## src/logic/csss_map.svh

```systemverilog
`ifndef CSSS_MAP_SVH
`define CSSS_MAP_SVH

// Register offsets on the plain register port.
`define CSSS_OFS_STATUS 8'h60
`define CSSS_OFS_PRESCALE 8'h61
`define CSSS_OFS_TRIM 8'h66

// Clock source selector encodings.
`define CSSS_SEL_EXT 4'h0
`define CSSS_SEL_RC 4'h2
`define CSSS_SEL_LP128 4'h3
`define CSSS_SEL_WATCH_HI 3'h2

// Factory default configuration.
`define CSSS_FACTORY_SEL 4'h2
`define CSSS_FACTORY_STC 2'h2
`define CSSS_FACTORY_DIV8 1'b1

// Start-up time codes.
`define CSSS_STC_NONE 2'h0
`define CSSS_STC_SHORT 2'h1

// Prescaler field values and change procedure.
`define CSSS_PS_DIV1 4'h0
`define CSSS_PS_DIV8 4'h3
`define CSSS_PS_MAX 4'h8
`define CSSS_PCE_ARM 8'h80
`define CSSS_PCE_BIT 7
`define CSSS_PCE_CYCLES 2'h3

// Start-up figures, in source cycles or milliseconds, and the watchdog oscillator rate in kHz.
`define CSSS_WAKE_FAST_CK 16'h0006
`define CSSS_WAKE_1K_CK 16'h0400
`define CSSS_WAKE_32K_CK 32768
`define CSSS_RESET_CK 16'h000e
`define CSSS_T_SHORT_MS 4
`define CSSS_T_LONG_MS 65
`define CSSS_WDT_OSC_KHZ 128

`endif

```

## src/logic/csss_pkg.sv

```systemverilog
package csss_pkg;

  typedef enum logic [1:0] {
    SRC_EXT,
    SRC_RC,
    SRC_LP128,
    SRC_WATCH
  } csss_src_t;

  typedef enum logic [2:0] {
    ST_BOOT,
    ST_RST_MS,
    ST_RST_CK,
    ST_RUN,
    ST_SLEEP,
    ST_WAKE
  } csss_state_t;

endpackage : csss_pkg

```

## src/logic/csss_clock_select.sv

```systemverilog
`timescale 1ns/10ps
`include "csss_map.svh"

module csss_clock_select
  import csss_pkg::*;
#(
  parameter int WDT_OSC_KHZ = `CSSS_WDT_OSC_KHZ,
  parameter int LONG_WDT_TICKS = `CSSS_T_LONG_MS * WDT_OSC_KHZ,
  parameter int WAKE_32K_CK = `CSSS_WAKE_32K_CK
) (
  // Clock and reset.
  input wire logic clk,
  input wire logic srst,
  // Non-volatile configuration.
  input wire logic fuse_valid,
  input wire logic [3:0] clock_source_select_fuses,
  input wire logic [1:0] startup_time_code,
  input wire logic divide_by_eight_fuse,
  input wire logic [7:0] factory_calibration_byte,
  // Oscillator and pin inputs, asynchronous to clk.
  input wire logic external_clock_input,
  input wire logic rc_osc_in,
  input wire logic lp128_osc_in,
  input wire logic watch_osc_in,
  input wire logic wdt_osc_in,
  // Sleep control from the power manager.
  input wire logic sleep_req,
  input wire logic wake_req,
  // Register port.
  input wire logic [7:0] reg_addr,
  input wire logic [7:0] reg_wdata,
  input wire logic reg_wr,
  input wire logic reg_rd,
  output logic [7:0] reg_rdata,
  // Clock outputs.
  output logic core_clk_en,
  output logic wdt_tick,
  output logic [7:0] oscillator_trim_register,
  output csss_src_t selected_source,
  output logic core_released
);

  localparam int SHORT_WDT_TICKS = `CSSS_T_SHORT_MS * WDT_OSC_KHZ;
  localparam int NSRC = 5;

  ////////////////////////////////////////////////////////////////////////////
  // Input synchronisers and edge detection.

  logic [NSRC-1:0] osc_raw;
  logic [NSRC-1:0] osc_s1_r;
  logic [NSRC-1:0] osc_s2_r;
  logic [NSRC-1:0] osc_s3_r;
  logic [NSRC-1:0] osc_edge;

  assign osc_raw = {wdt_osc_in, watch_osc_in, lp128_osc_in, rc_osc_in, external_clock_input};

  genvar gi;
  generate
    for (gi = 0; gi < NSRC; gi++) begin : g_sync
      always_ff @(posedge clk) begin
        if (srst) begin
          osc_s1_r[gi] <= 1'b0;
          osc_s2_r[gi] <= 1'b0;
          osc_s3_r[gi] <= 1'b0;
        end else begin
          osc_s1_r[gi] <= osc_raw[gi];
          osc_s2_r[gi] <= osc_s1_r[gi];
          osc_s3_r[gi] <= osc_s2_r[gi];
        end
      end
      assign osc_edge[gi] = osc_s2_r[gi] & ~osc_s3_r[gi];
    end
  endgenerate

  ////////////////////////////////////////////////////////////////////////////
  // Configuration capture.

  logic [3:0] eff_sel;
  logic [1:0] eff_stc;
  logic eff_div8;
  logic [3:0] sel_r;
  logic [1:0] stc_r;
  csss_src_t src_r;
  csss_src_t src_nxt;

  // A blank fuse array falls back to the shipped configuration.
  assign eff_sel = fuse_valid ? clock_source_select_fuses : `CSSS_FACTORY_SEL;
  assign eff_stc = fuse_valid ? startup_time_code : `CSSS_FACTORY_STC;
  assign eff_div8 = fuse_valid ? divide_by_eight_fuse : `CSSS_FACTORY_DIV8;

  always_comb begin
    if (eff_sel == `CSSS_SEL_EXT) begin
      src_nxt = SRC_EXT;
    end else if (eff_sel == `CSSS_SEL_LP128) begin
      src_nxt = SRC_LP128;
    end else if (eff_sel[3:1] == `CSSS_SEL_WATCH_HI) begin
      src_nxt = SRC_WATCH;
    end else begin
      // Unlisted codes run from the RC oscillator so the core never hangs.
      src_nxt = SRC_RC;
    end
  end

  // Fuses are sampled only while reset is held; they never change in flight.
  always_ff @(posedge clk) begin
    if (srst) begin
      sel_r <= eff_sel;
      stc_r <= eff_stc;
      src_r <= src_nxt;
    end
  end

  logic src_edge;
  logic wdt_edge;

  always_comb begin
    case (src_r)
      SRC_EXT: src_edge = osc_edge[0];
      SRC_RC: src_edge = osc_edge[1];
      SRC_LP128: src_edge = osc_edge[2];
      SRC_WATCH: src_edge = osc_edge[3];
      default: src_edge = osc_edge[1];
    endcase
  end

  // The watchdog side never follows the system source selection.
  assign wdt_edge = osc_edge[4];

  ////////////////////////////////////////////////////////////////////////////
  // Start-up delay selection.

  logic [15:0] reset_ticks;
  logic [15:0] wake_cycles;

  always_comb begin
    case (stc_r)
      `CSSS_STC_NONE: reset_ticks = 16'h0000;
      `CSSS_STC_SHORT: reset_ticks = 16'(SHORT_WDT_TICKS);
      // Reserved code 11 takes the longest delay, as does code 10.
      default: reset_ticks = 16'(LONG_WDT_TICKS);
    endcase
  end

  always_comb begin
    if (src_r == SRC_WATCH) begin
      wake_cycles = sel_r[0] ? 16'(WAKE_32K_CK) : `CSSS_WAKE_1K_CK;
    end else begin
      wake_cycles = `CSSS_WAKE_FAST_CK;
    end
  end

  ////////////////////////////////////////////////////////////////////////////
  // Start-up sequencer.

  csss_state_t state_r;
  csss_state_t state_nxt;
  logic ms_load;
  logic ck_load;
  logic [15:0] ck_load_val;
  logic [15:0] ms_count;
  logic [15:0] ck_count;
  logic ms_done;
  logic ck_done;

  always_comb begin
    state_nxt = state_r;
    ms_load = 1'b0;
    ck_load = 1'b0;
    ck_load_val = `CSSS_RESET_CK;
    case (state_r)
      ST_BOOT: begin
        ms_load = 1'b1;
        state_nxt = ST_RST_MS;
      end
      ST_RST_MS: begin
        if (ms_done) begin
          ck_load = 1'b1;
          state_nxt = ST_RST_CK;
        end
      end
      ST_RST_CK: begin
        if (ck_done) begin
          state_nxt = ST_RUN;
        end
      end
      ST_RUN: begin
        if (sleep_req) begin
          state_nxt = ST_SLEEP;
        end
      end
      ST_SLEEP: begin
        if (wake_req) begin
          ck_load = 1'b1;
          ck_load_val = wake_cycles;
          state_nxt = ST_WAKE;
        end
      end
      ST_WAKE: begin
        if (ck_done) begin
          state_nxt = ST_RUN;
        end
      end
      default: state_nxt = ST_BOOT;
    endcase
  end

  always_ff @(posedge clk) begin
    if (srst) begin
      state_r <= ST_BOOT;
    end else begin
      state_r <= state_nxt;
    end
  end

  // Reset time-out is timed by the watchdog oscillator, not the system source.
  csss_startup_counter #(.W(16)) u_ms_cnt (
    .clk(clk),
    .srst(srst),
    .load(ms_load),
    .load_val(reset_ticks),
    .step(wdt_edge),
    .count(ms_count),
    .done(ms_done)
  );

  csss_startup_counter #(.W(16)) u_ck_cnt (
    .clk(clk),
    .srst(srst),
    .load(ck_load),
    .load_val(ck_load_val),
    .step(src_edge),
    .count(ck_count),
    .done(ck_done)
  );

  ////////////////////////////////////////////////////////////////////////////
  // Oscillator trim register.

  logic [7:0] trim_r;

  always_ff @(posedge clk) begin
    if (srst) begin
      trim_r <= factory_calibration_byte;
    end else if (reg_wr && reg_addr == `CSSS_OFS_TRIM) begin
      trim_r <= reg_wdata;
    end
  end

  ////////////////////////////////////////////////////////////////////////////
  // System clock prescaler.

  logic [3:0] ps_field_r;
  logic pce_r;
  logic [1:0] pce_cnt_r;
  logic ps_wr;
  logic [7:0] div_cnt_r;
  logic [7:0] div_limit;
  logic div_tick;

  assign ps_wr = reg_wr && reg_addr == `CSSS_OFS_PRESCALE;

  // Changing the field takes an arming write first, so a stray write cannot
  // slow or speed the core.
  always_ff @(posedge clk) begin
    if (srst) begin
      ps_field_r <= eff_div8 ? `CSSS_PS_DIV8 : `CSSS_PS_DIV1;
      pce_r <= 1'b0;
      pce_cnt_r <= 2'h0;
    end else if (ps_wr && reg_wdata == `CSSS_PCE_ARM && !pce_r) begin
      pce_r <= 1'b1;
      pce_cnt_r <= `CSSS_PCE_CYCLES;
    end else if (ps_wr && pce_r && !reg_wdata[`CSSS_PCE_BIT]) begin
      ps_field_r <= reg_wdata[3:0];
      pce_r <= 1'b0;
    end else if (pce_r) begin
      pce_cnt_r <= pce_cnt_r - 2'h1;
      if (pce_cnt_r == 2'h0) begin
        pce_r <= 1'b0;
      end
    end
  end

  always_comb begin
    if (ps_field_r > `CSSS_PS_MAX) begin
      div_limit = 8'hff;
    end else begin
      div_limit = 8'((9'h001 << ps_field_r) - 9'h001);
    end
  end

  assign div_tick = src_edge && (div_cnt_r >= div_limit);

  // Restarting the divider on a field change avoids a runt period.
  always_ff @(posedge clk) begin
    if (srst || ps_wr) begin
      div_cnt_r <= 8'h00;
    end else if (div_tick) begin
      div_cnt_r <= 8'h00;
    end else if (src_edge) begin
      div_cnt_r <= div_cnt_r + 8'h01;
    end
  end

  ////////////////////////////////////////////////////////////////////////////
  // Clock outputs.

  logic core_clk_en_r;
  logic wdt_tick_r;

  always_ff @(posedge clk) begin
    if (srst) begin
      core_clk_en_r <= 1'b0;
    end else begin
      core_clk_en_r <= div_tick && state_r == ST_RUN;
    end
  end

  always_ff @(posedge clk) begin
    if (srst) begin
      wdt_tick_r <= 1'b0;
    end else begin
      wdt_tick_r <= wdt_edge;
    end
  end

  ////////////////////////////////////////////////////////////////////////////
  // Register read port.

  logic [7:0] rdata_r;

  always_ff @(posedge clk) begin
    if (srst) begin
      rdata_r <= 8'h00;
    end else if (reg_rd) begin
      case (reg_addr)
        `CSSS_OFS_TRIM: rdata_r <= trim_r;
        `CSSS_OFS_PRESCALE: rdata_r <= {pce_r, 3'h0, ps_field_r};
        `CSSS_OFS_STATUS: rdata_r <= {sel_r, state_r, state_r == ST_RUN};
        default: rdata_r <= 8'h00;
      endcase
    end else begin
      rdata_r <= 8'h00;
    end
  end

  assign reg_rdata = rdata_r;
  assign core_clk_en = core_clk_en_r;
  assign wdt_tick = wdt_tick_r;
  assign oscillator_trim_register = trim_r;
  assign selected_source = src_r;
  assign core_released = (state_r == ST_RUN);

  ////////////////////////////////////////////////////////////////////////////
  // Assertions.

  chk_trim_reset_load: assert property (@(posedge clk) disable iff (srst)
    $fell(srst) |-> trim_r == $past(factory_calibration_byte))
    else $error("trim register missed factory byte at reset");

  chk_trim_sw_write: assert property (@(posedge clk) disable iff (srst)
    (reg_wr && reg_addr == `CSSS_OFS_TRIM) |=> oscillator_trim_register == $past(reg_wdata))
    else $error("trim write did not reach oscillator");

  chk_gate_held: assert property (@(posedge clk) disable iff (srst)
    (state_r != ST_RUN) |=> !core_clk_en_r)
    else $error("core clock enabled before start-up ended");

  chk_wake_watch_1k: assert property (@(posedge clk) disable iff (srst)
    (state_r == ST_SLEEP && wake_req && src_r == SRC_WATCH && !sel_r[0]) |=> ck_count == 16'h0400)
    else $error("watch crystal wake delay not 1K");

  chk_wake_watch_32k: assert property (@(posedge clk) disable iff (srst)
    (state_r == ST_SLEEP && wake_req && src_r == SRC_WATCH && sel_r[0]) |=> ck_count == 16'(WAKE_32K_CK))
    else $error("watch crystal wake delay not 32K");

  chk_wake_rc_six: assert property (@(posedge clk) disable iff (srst)
    (state_r == ST_SLEEP && wake_req && src_r == SRC_RC) |=> ck_count == 16'h0006 ##1 state_r == ST_WAKE)
    else $error("rc wake delay not 6");

  chk_wake_lp_six: assert property (@(posedge clk) disable iff (srst)
    (state_r == ST_SLEEP && wake_req && src_r == SRC_LP128) |=> ck_count == 16'h0006)
    else $error("128k wake delay not 6");

  chk_wake_ext_six: assert property (@(posedge clk) disable iff (srst)
    (state_r == ST_SLEEP && wake_req && src_r == SRC_EXT) |=> ck_count == 16'h0006)
    else $error("external wake delay not 6");

  chk_reset_ck_14: assert property (@(posedge clk) disable iff (srst)
    (state_r == ST_RST_MS && ms_done) |=> state_r == ST_RST_CK && ck_count == 16'h000e)
    else $error("reset delay not 14 cycles");

  chk_reserved_long: assert property (@(posedge clk) disable iff (srst)
    (state_r == ST_BOOT && stc_r == 2'h3) |=> ms_count == 16'(LONG_WDT_TICKS))
    else $error("reserved start-up code not longest");

  chk_src_decode: assert property (@(posedge clk) disable iff (srst)
    (sel_r == `CSSS_SEL_RC) |-> src_r == SRC_RC && $stable(src_r))
    else $error("selector 0010 not rc");

  chk_src_lp: assert property (@(posedge clk) disable iff (srst)
    (sel_r == `CSSS_SEL_LP128) |-> src_r == SRC_LP128)
    else $error("selector 0011 not 128k");

  chk_src_ext: assert property (@(posedge clk) disable iff (srst)
    (sel_r == `CSSS_SEL_EXT) |-> src_r == SRC_EXT)
    else $error("selector 0000 not external");

  chk_ps_reset_val: assert property (@(posedge clk) disable iff (srst)
    $fell(srst) |-> ps_field_r == ($past(eff_div8) ? `CSSS_PS_DIV8 : `CSSS_PS_DIV1))
    else $error("prescaler reset value wrong");

  chk_factory_cfg: assert property (@(posedge clk) disable iff (srst)
    ($fell(srst) && !$past(fuse_valid)) |-> sel_r == 4'h2 && stc_r == 2'h2 && ps_field_r == 4'h3)
    else $error("factory default configuration wrong");

  chk_wdt_follow: assert property (@(posedge clk) disable iff (srst)
    (state_r == ST_RST_MS && !ms_done && !osc_edge[4]) |=> ms_count == $past(ms_count))
    else $error("reset time-out counted without watchdog edge");

  cov_reset_to_run: cover property (@(posedge clk) disable iff (srst)
    state_r == ST_RST_CK ##1 state_r == ST_RUN);

  cov_wake_done: cover property (@(posedge clk) disable iff (srst)
    state_r == ST_WAKE ##1 state_r == ST_RUN);

  cov_ps_change: cover property (@(posedge clk) disable iff (srst)
    pce_r && ps_wr && !reg_wdata[7]);

endmodule : csss_clock_select

```

## src/logic/csss_startup_counter.sv

```systemverilog
`timescale 1ns/10ps

module csss_startup_counter #(
  parameter int W = 16
) (
  // Clock and reset.
  input wire logic clk,
  input wire logic srst,
  // Control.
  input wire logic load,
  input wire logic [W-1:0] load_val,
  input wire logic step,
  // Status.
  output logic [W-1:0] count,
  output logic done
);

  logic [W-1:0] cnt_r;

  // Load wins over a step so that a fresh delay never loses its first edge.
  always_ff @(posedge clk) begin
    if (srst) begin
      cnt_r <= '0;
    end else if (load) begin
      cnt_r <= load_val;
    end else if (step && cnt_r != '0) begin
      cnt_r <= cnt_r - W'(1);
    end
  end

  assign count = cnt_r;
  assign done = (cnt_r == '0);

endmodule : csss_startup_counter

```

## config.mk

```make
export PLATFORM = sky130hd
export DESIGN_NAME = csss_clock_select
export DESIGN_NICKNAME = d
export VERILOG_FILES = /design/src/logic/csss_pkg.sv /design/src/logic/csss_clock_select.sv /design/src/logic/csss_startup_counter.sv
export VERILOG_INCLUDE_DIRS = /design/src /design/src/logic
export SDC_FILE = /design/constraint.sdc
export NUM_CORES = 1
export LEC_CHECK = 0
export ABC_AREA = 0
export BUFFER_PORTS_ARGS = -buffer_cell sky130_fd_sc_hd__buf_2
export CORE_AREA = 3 3 127 129
export DETAILED_ROUTE_END_ITERATION = 6
export DIE_AREA = 0 0 130 132
export PLACE_DENSITY = 0.49
export SKIP_CTS_REPAIR_TIMING = 1
export SYNTH_ARGS = -nofsm -noshare
export SYNTH_HDL_FRONTEND = slang
export SYNTH_SLANG_ARGS = --single-unit
```

## constraint.sdc

```tcl
create_clock -name clk -period 4.5 [get_ports clk]
set_input_delay 0.9 -clock clk [delete_from_list [all_inputs] [get_ports clk]]
set_output_delay 0.9 -clock clk [all_outputs]
set_load 0.005 [all_outputs]
```

=== Yosys cells after proc, flatten, opt, wreduce, memory -nomap -nowiden ===
Cells that the tools add are included.

* Input bits: 43
* Logic and storage cells: 142
* ROM bits: 0
* Memories: 0
* Memory bits (writable): 0
* Output and inout port bits: 21
* Latch bits: 0
* Flip-flop bits (word level): 91

* Add/sub/neg operators: 5
* Equal/unequal tests: 21
* Reduce and logical (&&, ||, !) cells: 34
* Shift operators: 1
* $mul: 0
* Divide/modulo/power cells: 0
* Bitwise operators: 11
* $lt $le $gt $ge: 2
* Muxes and demuxes: 38

{| class="wikitable"
|+ Operators by type and width
! kind !! count
|-
| 16-bit two-way mux || 8
|-
| 16-bit logical NOT || 2
|-
| 16-bit nonzero test || 2
|-
| 16-bit by 1-bit subtractor with 16-bit output, second input constant || 2
|-
| 14-bit case mux with 2 select lines || 1
|-
| 8-bit by 7-bit == test with 1-bit output, second input constant || 3
|-
| 8-bit two-way mux || 3
|-
| 8-bit case mux with 3 select lines || 1
|-
| 4-bit two-way mux || 4
|-
| 3-bit case mux with 5 select lines || 1
|-
| 2-bit two-way mux || 6
|-
| 3-bit two-way mux || 4
|-
| 1-bit logical AND || 10
|-
| 2-bit inequality test, second input constant || 5
|-
| 2-bit nonzero test || 5
|-
| 3-bit by 2-bit == test with 1-bit output, second input constant || 3
|-
| 8-bit by 1-bit adder with 8-bit output, second input constant || 1
|-
| 8-bit == test, second input constant || 1
|-
| 8-bit greater-or-equal comparator || 1
|-
| 1-bit two-way mux || 8
|-
| 2-bit OR reduction || 4
|-
| 1-bit by 4-bit << shifter with 8-bit output, first input constant || 1
|-
| 8-bit by 1-bit subtractor with 8-bit output, second input constant || 1
|-
| 3-bit == test, second input constant || 2
|-
| 18 further kinds || 33
|}

=== Longest topological paths before layout ===
Gate-level depths: netlist of the first run.

* Word-level depth: 7
* Gate-level depth with buffers: 14
* Depth with buffers taken out: 13

=== By module ===
Synthesis of the first run repeated with hierarchy kept, for this count alone.

* Cell total of the unflattened synthesis: 521
* Area, all modules: 4,742.0 µm²

{| class="wikitable"
|+ By module, submodules not included
! module !! instances !! seq. area each (µm²) !! cells an instance !! area each (µm²)
|-
| csss_clock_select || 1 || 1,381.3 || 293 || 2,852.7
|-
| csss_startup_counter || 2 || 320.3 || 114 || 944.7
|}

=== Worst setup path after synthesis of the first run ===
No wires, ideal clock.

* Path kind: flip-flop to flip-flop
* Start point: reg ps_field_r[2]
* End point: reg div_cnt_r[1]
* Stages on the path, launching flop included: 14
* Setup time: 0.095 ns
* Required time: 4.405 ns
* Clock period less this slack: 2.626 ns
* Slack: 1.874 ns
* Arrival: 2.530 ns
* Path buffers: 0
* Cell sequence: edfxtp_1 > nor2_1 > nand3b_1 > ha_1 > nand2b_1 > nand3_1 > o21ai_0 > o21ai_0 > a22o_1 > ha_1 > a21o_1 > a21o_1 > a21o_1 > a221oi_1

* Longest elaborated chain between the ends: 6
* Elaborated cells between the ends (all ways): 7
* Those cells by class: add/sub: 1; order compare: 2; shift: 1; mux: 1; reduce/logical: 2

{| class="wikitable"
|+ Ends and longest elaborated chain
! item !! RTL line !! text
|-
| from (decl) || csss_clock_select.sv:252 || <nowiki>logic [3:0] ps_field_r;</nowiki>
|-
| from (signal assigned) || csss_clock_select.sv:266 || <nowiki>ps_field_r <= eff_div8 ? `CSSS_PS_DIV8 : `CSSS_PS_DIV1;</nowiki>
|-
| from (signal assigned) || csss_clock_select.sv:273 || <nowiki>ps_field_r <= reg_wdata[3:0];</nowiki>
|-
| 1-bit by 4-bit << shifter with 8-bit output || csss_clock_select.sv:287 || <nowiki>div_limit = 8'((9'h001 << ps_field_r) - 9'h001);</nowiki>
|-
| 8-bit by 1-bit subtractor with 8-bit output || csss_clock_select.sv:287 ||
|-
| 8-bit two-way mux * || csss_clock_select.sv:284 || <nowiki>if (ps_field_r > `CSSS_PS_MAX) begin</nowiki>
|-
| 8-bit greater-or-equal comparator * || csss_clock_select.sv:291 || <nowiki>assign div_tick = src_edge && (div_cnt_r >= div_limit);</nowiki>
|-
| 1-bit logical AND * || csss_clock_select.sv:291 ||
|-
| 2-bit OR reduction (no line) * || n/a ||
|-
| to (signal assigned) || csss_clock_select.sv:300 || <nowiki>div_cnt_r <= div_cnt_r + 8'h01;</nowiki>
|-
| to (decl) || csss_clock_select.sv:256 || <nowiki>logic [7:0] div_cnt_r;</nowiki>
|}

Every way passes the cells marked *; elsewhere a longest branch is shown, timed or not.
A chain may end at the register's enable or synchronous reset.

=== Final worst setup path of the first run ===
Same ends and word-level chain as after synthesis.

==> qor.txt, run 1 <==
status -> finished clean
Area Overhead vs Synth -> 16.1%
RePlAce Congestion -> 0.797
CP arrival -> 3.23 ns
Mapped Nets -> 516
actual slew at the worst max-slew pin -> 1.07 ns
drt via density -> 5.13
Seq/Total Area, Yosys -> 45.0%
placed inst area -> 4950 um2
Worst Skew -> 0.00377 ns
R2R setup slack -> 1.53 ns
Ant. Diodes -> 0
Clk Latency, worst-skew pair -> 0.35 ns
fin crit share -> 66.0%
most frequent cells in the layout -> dfxtp_1 (71), buf_2 (63), nor2_1 (42)
CP endpoint kind -> flop
warnings from Yosys -> 0
Seq cells post-synth -> 91
CTS Buf Count -> 9
Starting Density -> 29.7%
total power -> 2730 uW
Critical Path Start Type -> flop
Max clock buf depth -> 2
Clock Root Buffer -> clkbuf_16
Syn Std Cell Area -> 4500 um2
synthesized area per cell -> 9.77 um2
drt pass-1 iters -> 4
I/O Buffers -> 63
Post-synth ARST share -> 0%
layout cells sized above 1 -> 21.2%
ys flop type -> dfxtp_1
Total GRT Usage -> 13.1%
Die X -> 130 um
CTS Sinks -> 91
DR vias -> 3649
worst vdd ir -> 0.000252 V
Clock Pin Slew Worst Setup and Hold Paths -> 0.06 ns
most common cell after layout, fill and taps aside -> dfxtp_1
worst hold-check path type -> reg2reg
setup tns final -> 0 ns
Required @ worst endpoint -> 4.75 ns
iteration-0 DRC count of the detailed router -> 151
Detail Route Antenna Nets -> 0
Critical Path Fanout Max -> 8
Final Max Tran Viols -> 0
RSZ-0062 raised after global routing -> false
post-DP HPWL -> 7.77 mm
gr ovfl total -> 0
drt wl/cell -> 15.1 um
CP Class -> reg2reg
CTS tree -> done
antenna violations before repair -> 0
leak pwr -> 0.00202 uW
H-tree depth -> 3
EDFF count, synth -> 20
fin area -> 5220 um2
vias in the first global route -> 3563
Ports -> 64
Rows -> 45
Syn Inst Count -> 460
max cap viols -> 0
Finish-stage setup viols -> 0
Residual DRC -> 0
Hold Fails Final Rpt -> 0
die area -> 17200 um2
Max Fclk -> 337 MHz
global-route wire length before repair -> 17.9 mm
Final #Nets -> 574
post-synth cell types -> 68
largest net degree at the start of global routing -> 49
Die Ht -> 132 um
routed wire length -> 10.8 mm
fin crit period -> 2.97 ns
max_slew headroom -> 28.6%
Core Region -> 15100 um2
PwrDens -> 523 nW/um2
-- state kept, by name (all words and copies together), names as in the netlist --
signal                    count
u_ms_cnt.count               16
pce_cnt_r                     2
ps_field_r                    4
pce_r                         1
selected_source               2
stc_r                         2
div_cnt_r                     8
oscillator_trim_register      8
osc_s1_r                      5
osc_s2_r                      5
core_clk_en                   1
reg_rdata                     8
osc_s3_r                      5
wdt_tick                      1
sel_r                         4
u_ck_cnt.count               16
state_r                       3
-- cells by family after synthesis --
group           Yosys count  synth area share, %
fa+ha+maj                13                 3.62
buf+inv                  34                 3.87
simple gates            190                 23.5
flops                    91                 45.0
xor+xnor                 22                 4.29
mux                      11                 2.92
compound gates           99                 16.8
-- power by group --
part / internal, uW / switching (uW)
Combinational: 368 / 610
Clock: 375 / 324
Sequential: 942 / 112
Total: 1680 / 1050
-- routing by layer --
layer | vias up | track usage (%) | wire length (um)
li1 | 1827 | - | -
met1 | 1751 | 18.1 | 5170
met2 | 59 | 19.7 | 5010
met3 | 12 | 3.32 | 414
met4 | 0 | 4.79 | 177
met5 | - | 0 | 0
-- worst max-delay path: stages, from the launching register on --
cell and delay (ns):
edfxtp_1 0.50, nor2_1 0.26, nand3b_1 0.11, ha_1 0.26, nand2b_1 0.10, nand3_1 0.09
o21ai_0 0.08, o21ai_0 0.11, a22o_1 0.19, ha_1 0.29, a21o_1 0.16, a21o_1 0.18
a21o_1 0.24, a221oi_1 0.29
-- worst paths after layout --
path / endpoint / startpoint / cells past startpoint
hold / removal: osc_s2_r[3] / osc_s1_r[3] / 1
setup / recovery: div_cnt_r[1] / ps_field_r[2] / 13
setup reg to reg: div_cnt_r[1] / ps_field_r[2] / 13
hold reg to reg: osc_s2_r[3] / osc_s1_r[3] / 1
-- synth_stat cells, drive strengths merged, types with 8 or more instances --
cell,n,share of area [%]
dfxtp,71,32
nor2,43,3.6
nand2,34,2.8
nor2b,27,3.8
edfxtp,20,13
xor2,20,3.9
a21oi,19,2.2
inv,16,1.3
clkbuf,15,1.9
nand4,14,1.9
ha,13,3.6
a211oi,12,2.0
o21ai,11,1.3
nand2b,10,1.4
nand3,10,1.2
nor3,10,1.1
a2111o,8,2.0
-- stage by stage --
stage / utilization [%] / hold WS, ns / worst slack [ns] / std cells
floorplan: - / 0.414 / 1.87 / 460
global placement: 32.7 / 0.426 / 1.68 / 695
detailed placement: 32.7 / 0.427 / 1.53 / 695
CTS: 34.4 / 0.443 / 1.54 / 711
global route: 34.4 / 0.467 / 1.31 / 711
finish: 34.4 / 0.437 / 1.53 / 711
-- layout make-up --
class,instances,area (um2)
sequential,91,2020
timing repair buffer,65,330
fill,1545,9930
tap,188,235
clock inverter,6,41.3
inverter,16,60.1
clock buffer,10,229
multi-input combinational,335,2300
Power figures use the tool's default switching activity.
==> run 2, diff against run 1 <==
Settings changed: PLACE_DENSITY 0.49 to 0.5.
Clock period 4.5 ns to 2.45 ns, I/O delays scaled along.
==> qor.txt, run 2 (synthesis results as in run 1) <==
Psw -> 1910 uW
H-tree depth -> 3
max_slew headroom -> 56.0%
drt wl/cell -> 14.6 um
global-route wire length before repair -> 17.1 mm
Critical Path Fanout Max -> 8
Starting Density -> 29.7%
Detail Route Antenna Nets -> 0
largest net degree at the start of global routing -> 29
failing checks -> setup timing
P_int -> 3320 uW
Die Ht -> 132 um
worst setup margin -> -0.0546 ns
fin crit period -> 2.50 ns
Clk Latency, worst-skew pair -> 0.34 ns
Core Region -> 15100 um2
leak pwr -> 0.00215 uW
Max Fclk -> 399 MHz
placed insts -> 721
RSZ-0062 raised after global routing -> true
fin crit share -> 102%
Ports -> 64
drt via density -> 5.08
share of power burned in combinational logic -> 38.8%
CP Class -> reg2reg
post-DP HPWL -> 7.93 mm
CP arrival -> 2.76 ns
Reg2Reg Depth -> 13
most frequent cells in the layout -> dfxtp_1 (71), buf_2 (63), nor2_1 (40)
Max clock buf depth -> 2
part of the power in registers -> 36.5%
Residual DRC -> 0
CTS Buf Count -> 9
DR vias -> 3742
iteration-0 DRC count of the detailed router -> 196
Clock Root Buffer -> clkbuf_16
actual slew at the worst max-slew pin -> 0.654 ns
Clock Pin Slew Worst Setup and Hold Paths -> 0.07 ns
antenna violations before repair -> 0
Hold Fails Final Rpt -> 0
CTS Sinks -> 91
status -> finished with violations
setup tns final -> -0.388 ns
routed wire length -> 10.8 mm
Finish-stage setup viols -> 9
Area Overhead vs Synth -> 21.3%
Critical Path Start Type -> flop
fin util -> 36.0%
Die X -> 130 um
total power -> 5220 uW
Required @ worst endpoint -> 2.71 ns
Final Max Tran Viols -> 0
Sw Share -> 36.5%
Clock power frac -> 24.7%
PwrDens -> 958 nW/um2
die area -> 17200 um2
Final Non-Filler Cells -> 737
I/O Buffers -> 63
placed inst area -> 5160 um2
Final #Nets -> 601
layout cells sized above 1 -> 25.3%
CTS tree -> done
vias in the first global route -> 3544
RePlAce Congestion -> 0.811
max cap viols -> 0
Rows -> 45
worst vdd ir -> 0.000385 V
Ant. Diodes -> 0
most common cell after layout, fill and taps aside -> dfxtp_1
CP endpoint kind -> flop
gr ovfl total -> 0
drt pass-1 iters -> 6
Total GRT Usage -> 12.5%
fin area -> 5450 um2
worst hold-check path type -> in2reg
Worst Skew -> 0.0120 ns
worst hold path stage count -> 2
## run 2: area by class of cell
type / instances / area, um2
timing repair buffer: 92 / 546
multi-input combinational: 335 / 2320
tap: 188 / 235
inverter: 16 / 60.1
fill: 1537 / 9690
sequential: 91 / 2020
clock buffer: 15 / 268
## run 2: final timing paths
check | slack, ns | end | startpoint
worst max-delay path | -0.05 | div_cnt_r[2] | ps_field_r[3]
worst min register to register | 0.43 | osc_s2_r[0] | osc_s1_r[0]
worst min-delay path | 0.36 | osc_s1_r[3] | watch_osc_in
worst max register to register | -0.05 | div_cnt_r[2] | ps_field_r[3]
## run 2: power by group through the flow
stage | combinational (uW) | clock, uW | sequential (uW)
global placement | 2000 | 0 | 1930
CTS | 2040 | 1340 | 1900
finish | 2030 | 1290 | 1910
detailed placement | 2030 | 0 | 1930
floorplan | 1540 | 0 | 1890
global route | 2270 | 1390 | 1930
## run 2: per-stage QoR
| step | setup slack, ns | hold slack (ns) |
|---|---|---|
| 2_1_floorplan | -0.0666 | 0.414 |
| 3_3_place_gp | -0.0524 | 0.422 |
| 3_5_place_dp | -0.151 | 0.423 |
| 4_1_cts | -0.160 | 0.350 |
| 5_1_grt | -0.183 | 0.363 |
| 6_report | -0.0546 | 0.364 |
## run 2: layer usage
layer	GRT usage (%)	vias to the layer above	wire, um
li1	-	1880	-
met1	16.3	1775	5230
met2	20.3	83	4980
met3	3.00	4	473
met4	3.98	0	82
met5	0	-	0
## run 2: critical path, stage by stage (launching register included)
cell,delay [ns]
edfxtp_1,0.40
nor2_2,0.18
nand3b_1,0.10
ha_2,0.18
nand2b_1,0.07
nand3_1,0.07
o21ai_1,0.07
o21ai_1,0.07
a22o_1,0.19
ha_1,0.31
a21o_1,0.16
a21o_1,0.17
a21o_4,0.22
a211oi_1,0.23
==> run 3, diff against run 2 <==
Settings changed: GPL_TIMING_DRIVEN from default to 0, SKIP_CTS_REPAIR_TIMING 1 to default.
==> qor.txt, run 3 (synthesis results as in run 1) <==
Die Ht -> 132 um
drt pass-1 iters -> 4
Clock Root Buffer -> clkbuf_16
worst vdd ir -> 0.000431 V
Core Region -> 15100 um2
drt wl/cell -> 15.1 um
antenna violations before repair -> 0
RSZ-0062 raised after global routing -> true
Final Max Tran Viols -> 0
fin area -> 5600 um2
Critical Path Start Type -> flop
CP endpoint kind -> flop
CTS Sinks -> 91
routed wire length -> 11.3 mm
placed inst area -> 5050 um2
actual slew at the worst max-slew pin -> 0.819 ns
worst setup margin -> -0.0441 ns
Max clock buf depth -> 2
Required @ worst endpoint -> 2.68 ns
Critical Path Fanout Max -> 8
CTS tree -> done
Starting Density -> 29.7%
most common cell after layout, fill and taps aside -> dfxtp_1
H-tree depth -> 3
global-route wire length before repair -> 17.8 mm
CTS Buf Count -> 9
PwrDens -> 979 nW/um2
vias in the first global route -> 3616
worst hold-check path type -> in2reg
Final #Nets -> 608
fin crit share -> 102%
CP arrival -> 2.72 ns
gr ovfl total -> 0
I/O Buffers -> 63
Final Non-Filler Cells -> 745
max_slew headroom -> 44.9%
fin util -> 36.9%
Residual DRC -> 0
Die X -> 130 um
Clock Pin Slew Worst Setup and Hold Paths -> 0.07 ns
die area -> 17200 um2
RePlAce Congestion -> 0.807
most frequent cells in the layout -> dfxtp_1 (71), buf_2 (63), nor2_1 (40)
Detail Route Antenna Nets -> 0
Area Overhead vs Synth -> 24.5%
Clk Latency, worst-skew pair -> 0.34 ns
leak pwr -> 0.00217 uW
Ant. Diodes -> 0
drt via density -> 5.15
fillcell total -> 1503
status -> finished with violations
Finish-stage setup viols -> 6
post-DP HPWL -> 8.12 mm
Worst Skew -> 0.00870 ns
Total GRT Usage -> 13.0%
largest net degree at the start of global routing -> 16
iteration-0 DRC count of the detailed router -> 224
Max Fclk -> 401 MHz
Rows -> 45
CP Class -> reg2reg
failing checks -> setup timing
placed insts -> 711
Hold Fails Final Rpt -> 0
layout cells sized above 1 -> 27.5%
dpl ws -> -0.361 ns
DR vias -> 3834
fin crit period -> 2.49 ns
max cap viols -> 0
Ports -> 64
-- run 3: cell count changes in the layout (fill, tap and decap cells not counted), moves of 3 or more --
| cell | before | now |
|---|---|---|
| buf_4 | 28 | 20 |
| a211oi_1 | 12 | 7 |
| clkbuf_1 | 4 | 8 |
| clkinv_2 | 0 | 3 |
| a211oi_2 | 0 | 5 |
| ha_1 | 12 | 9 |
-- run 3: what timing repair did --
| item | in CTS | in global routing |
|---|---|---|
| hold buffers | 0 | 0 |
| pin swaps | 4 | 6 |
| setup buffers | 12 | 8 |
| resized for setup | 12 | 14 |
| setup endpoints to repair | 22 | 34 |
-- run 3: worst max-delay path, cell delays in order, from the launching register on --
cell and delay, ns:
edfxtp_1 0.46, nor2_4 0.14, nand3b_1 0.10, ha_2 0.18, nand2b_1 0.07, nand3_1 0.07, o21ai_1 0.07, o21ai_1 0.08
a22o_1 0.23, ha_4 0.22, a21o_1 0.15, a21o_1 0.17, a21o_4 0.23, and4_1 0.22
-- run 3: layout make-up --
type,count,area (um2),area share (%)
clock inverters,6,40.0,0.716
clock buffers,10,239,4.27
plain buffers,16,108,1.92
well taps,188,235,4.20
flip-flops and latches,91,2020,36.1
inverters,16,60.1,1.07
multi-input cells,335,2430,43.4
repair buffers,83,465,8.32
-- run 3: worst paths after layout --
kind,start,endpoint,slack (ns),cells past startpoint
max reg2reg,ps_field_r[3],core_clk_en,-0.04,13
max,ps_field_r[3],core_clk_en,-0.04,13
min,wdt_osc_in,osc_s1_r[4],0.36,2
min reg2reg,osc_s1_r[0],osc_s2_r[0],0.43,1
-- run 3: where the power goes --
part	total, uW	internal [uW]	switching, uW
Clock	1310	715	591
Combinational	2250	966	1280
Sequential	1920	1730	195
-- run 3: metrics by stage --
step                      total power (uW)  setup TNS, ns  hold slack, ns
after floorplan                       3440         -0.318           0.414
after global placement                3910          -3.73           0.418
after detailed placement              3940          -4.56           0.423
after CTS                             5410         -0.494           0.338
after global routing                  5870          -1.50           0.347
final                                 5480         -0.130           0.356
-- run 3: metal layers --
| metal | vias to the layer above | global-route usage (%) | routed length (um) |
|---|---|---|---|
| met5 | - | 0 | 0 |
| li1 | 1892 | - | - |
| met1 | 1844 | 17.6 | 5370 |
| met4 | 0 | 4.50 | 102 |
| met3 | 9 | 3.36 | 560 |
| met2 | 89 | 19.9 | 5250 |
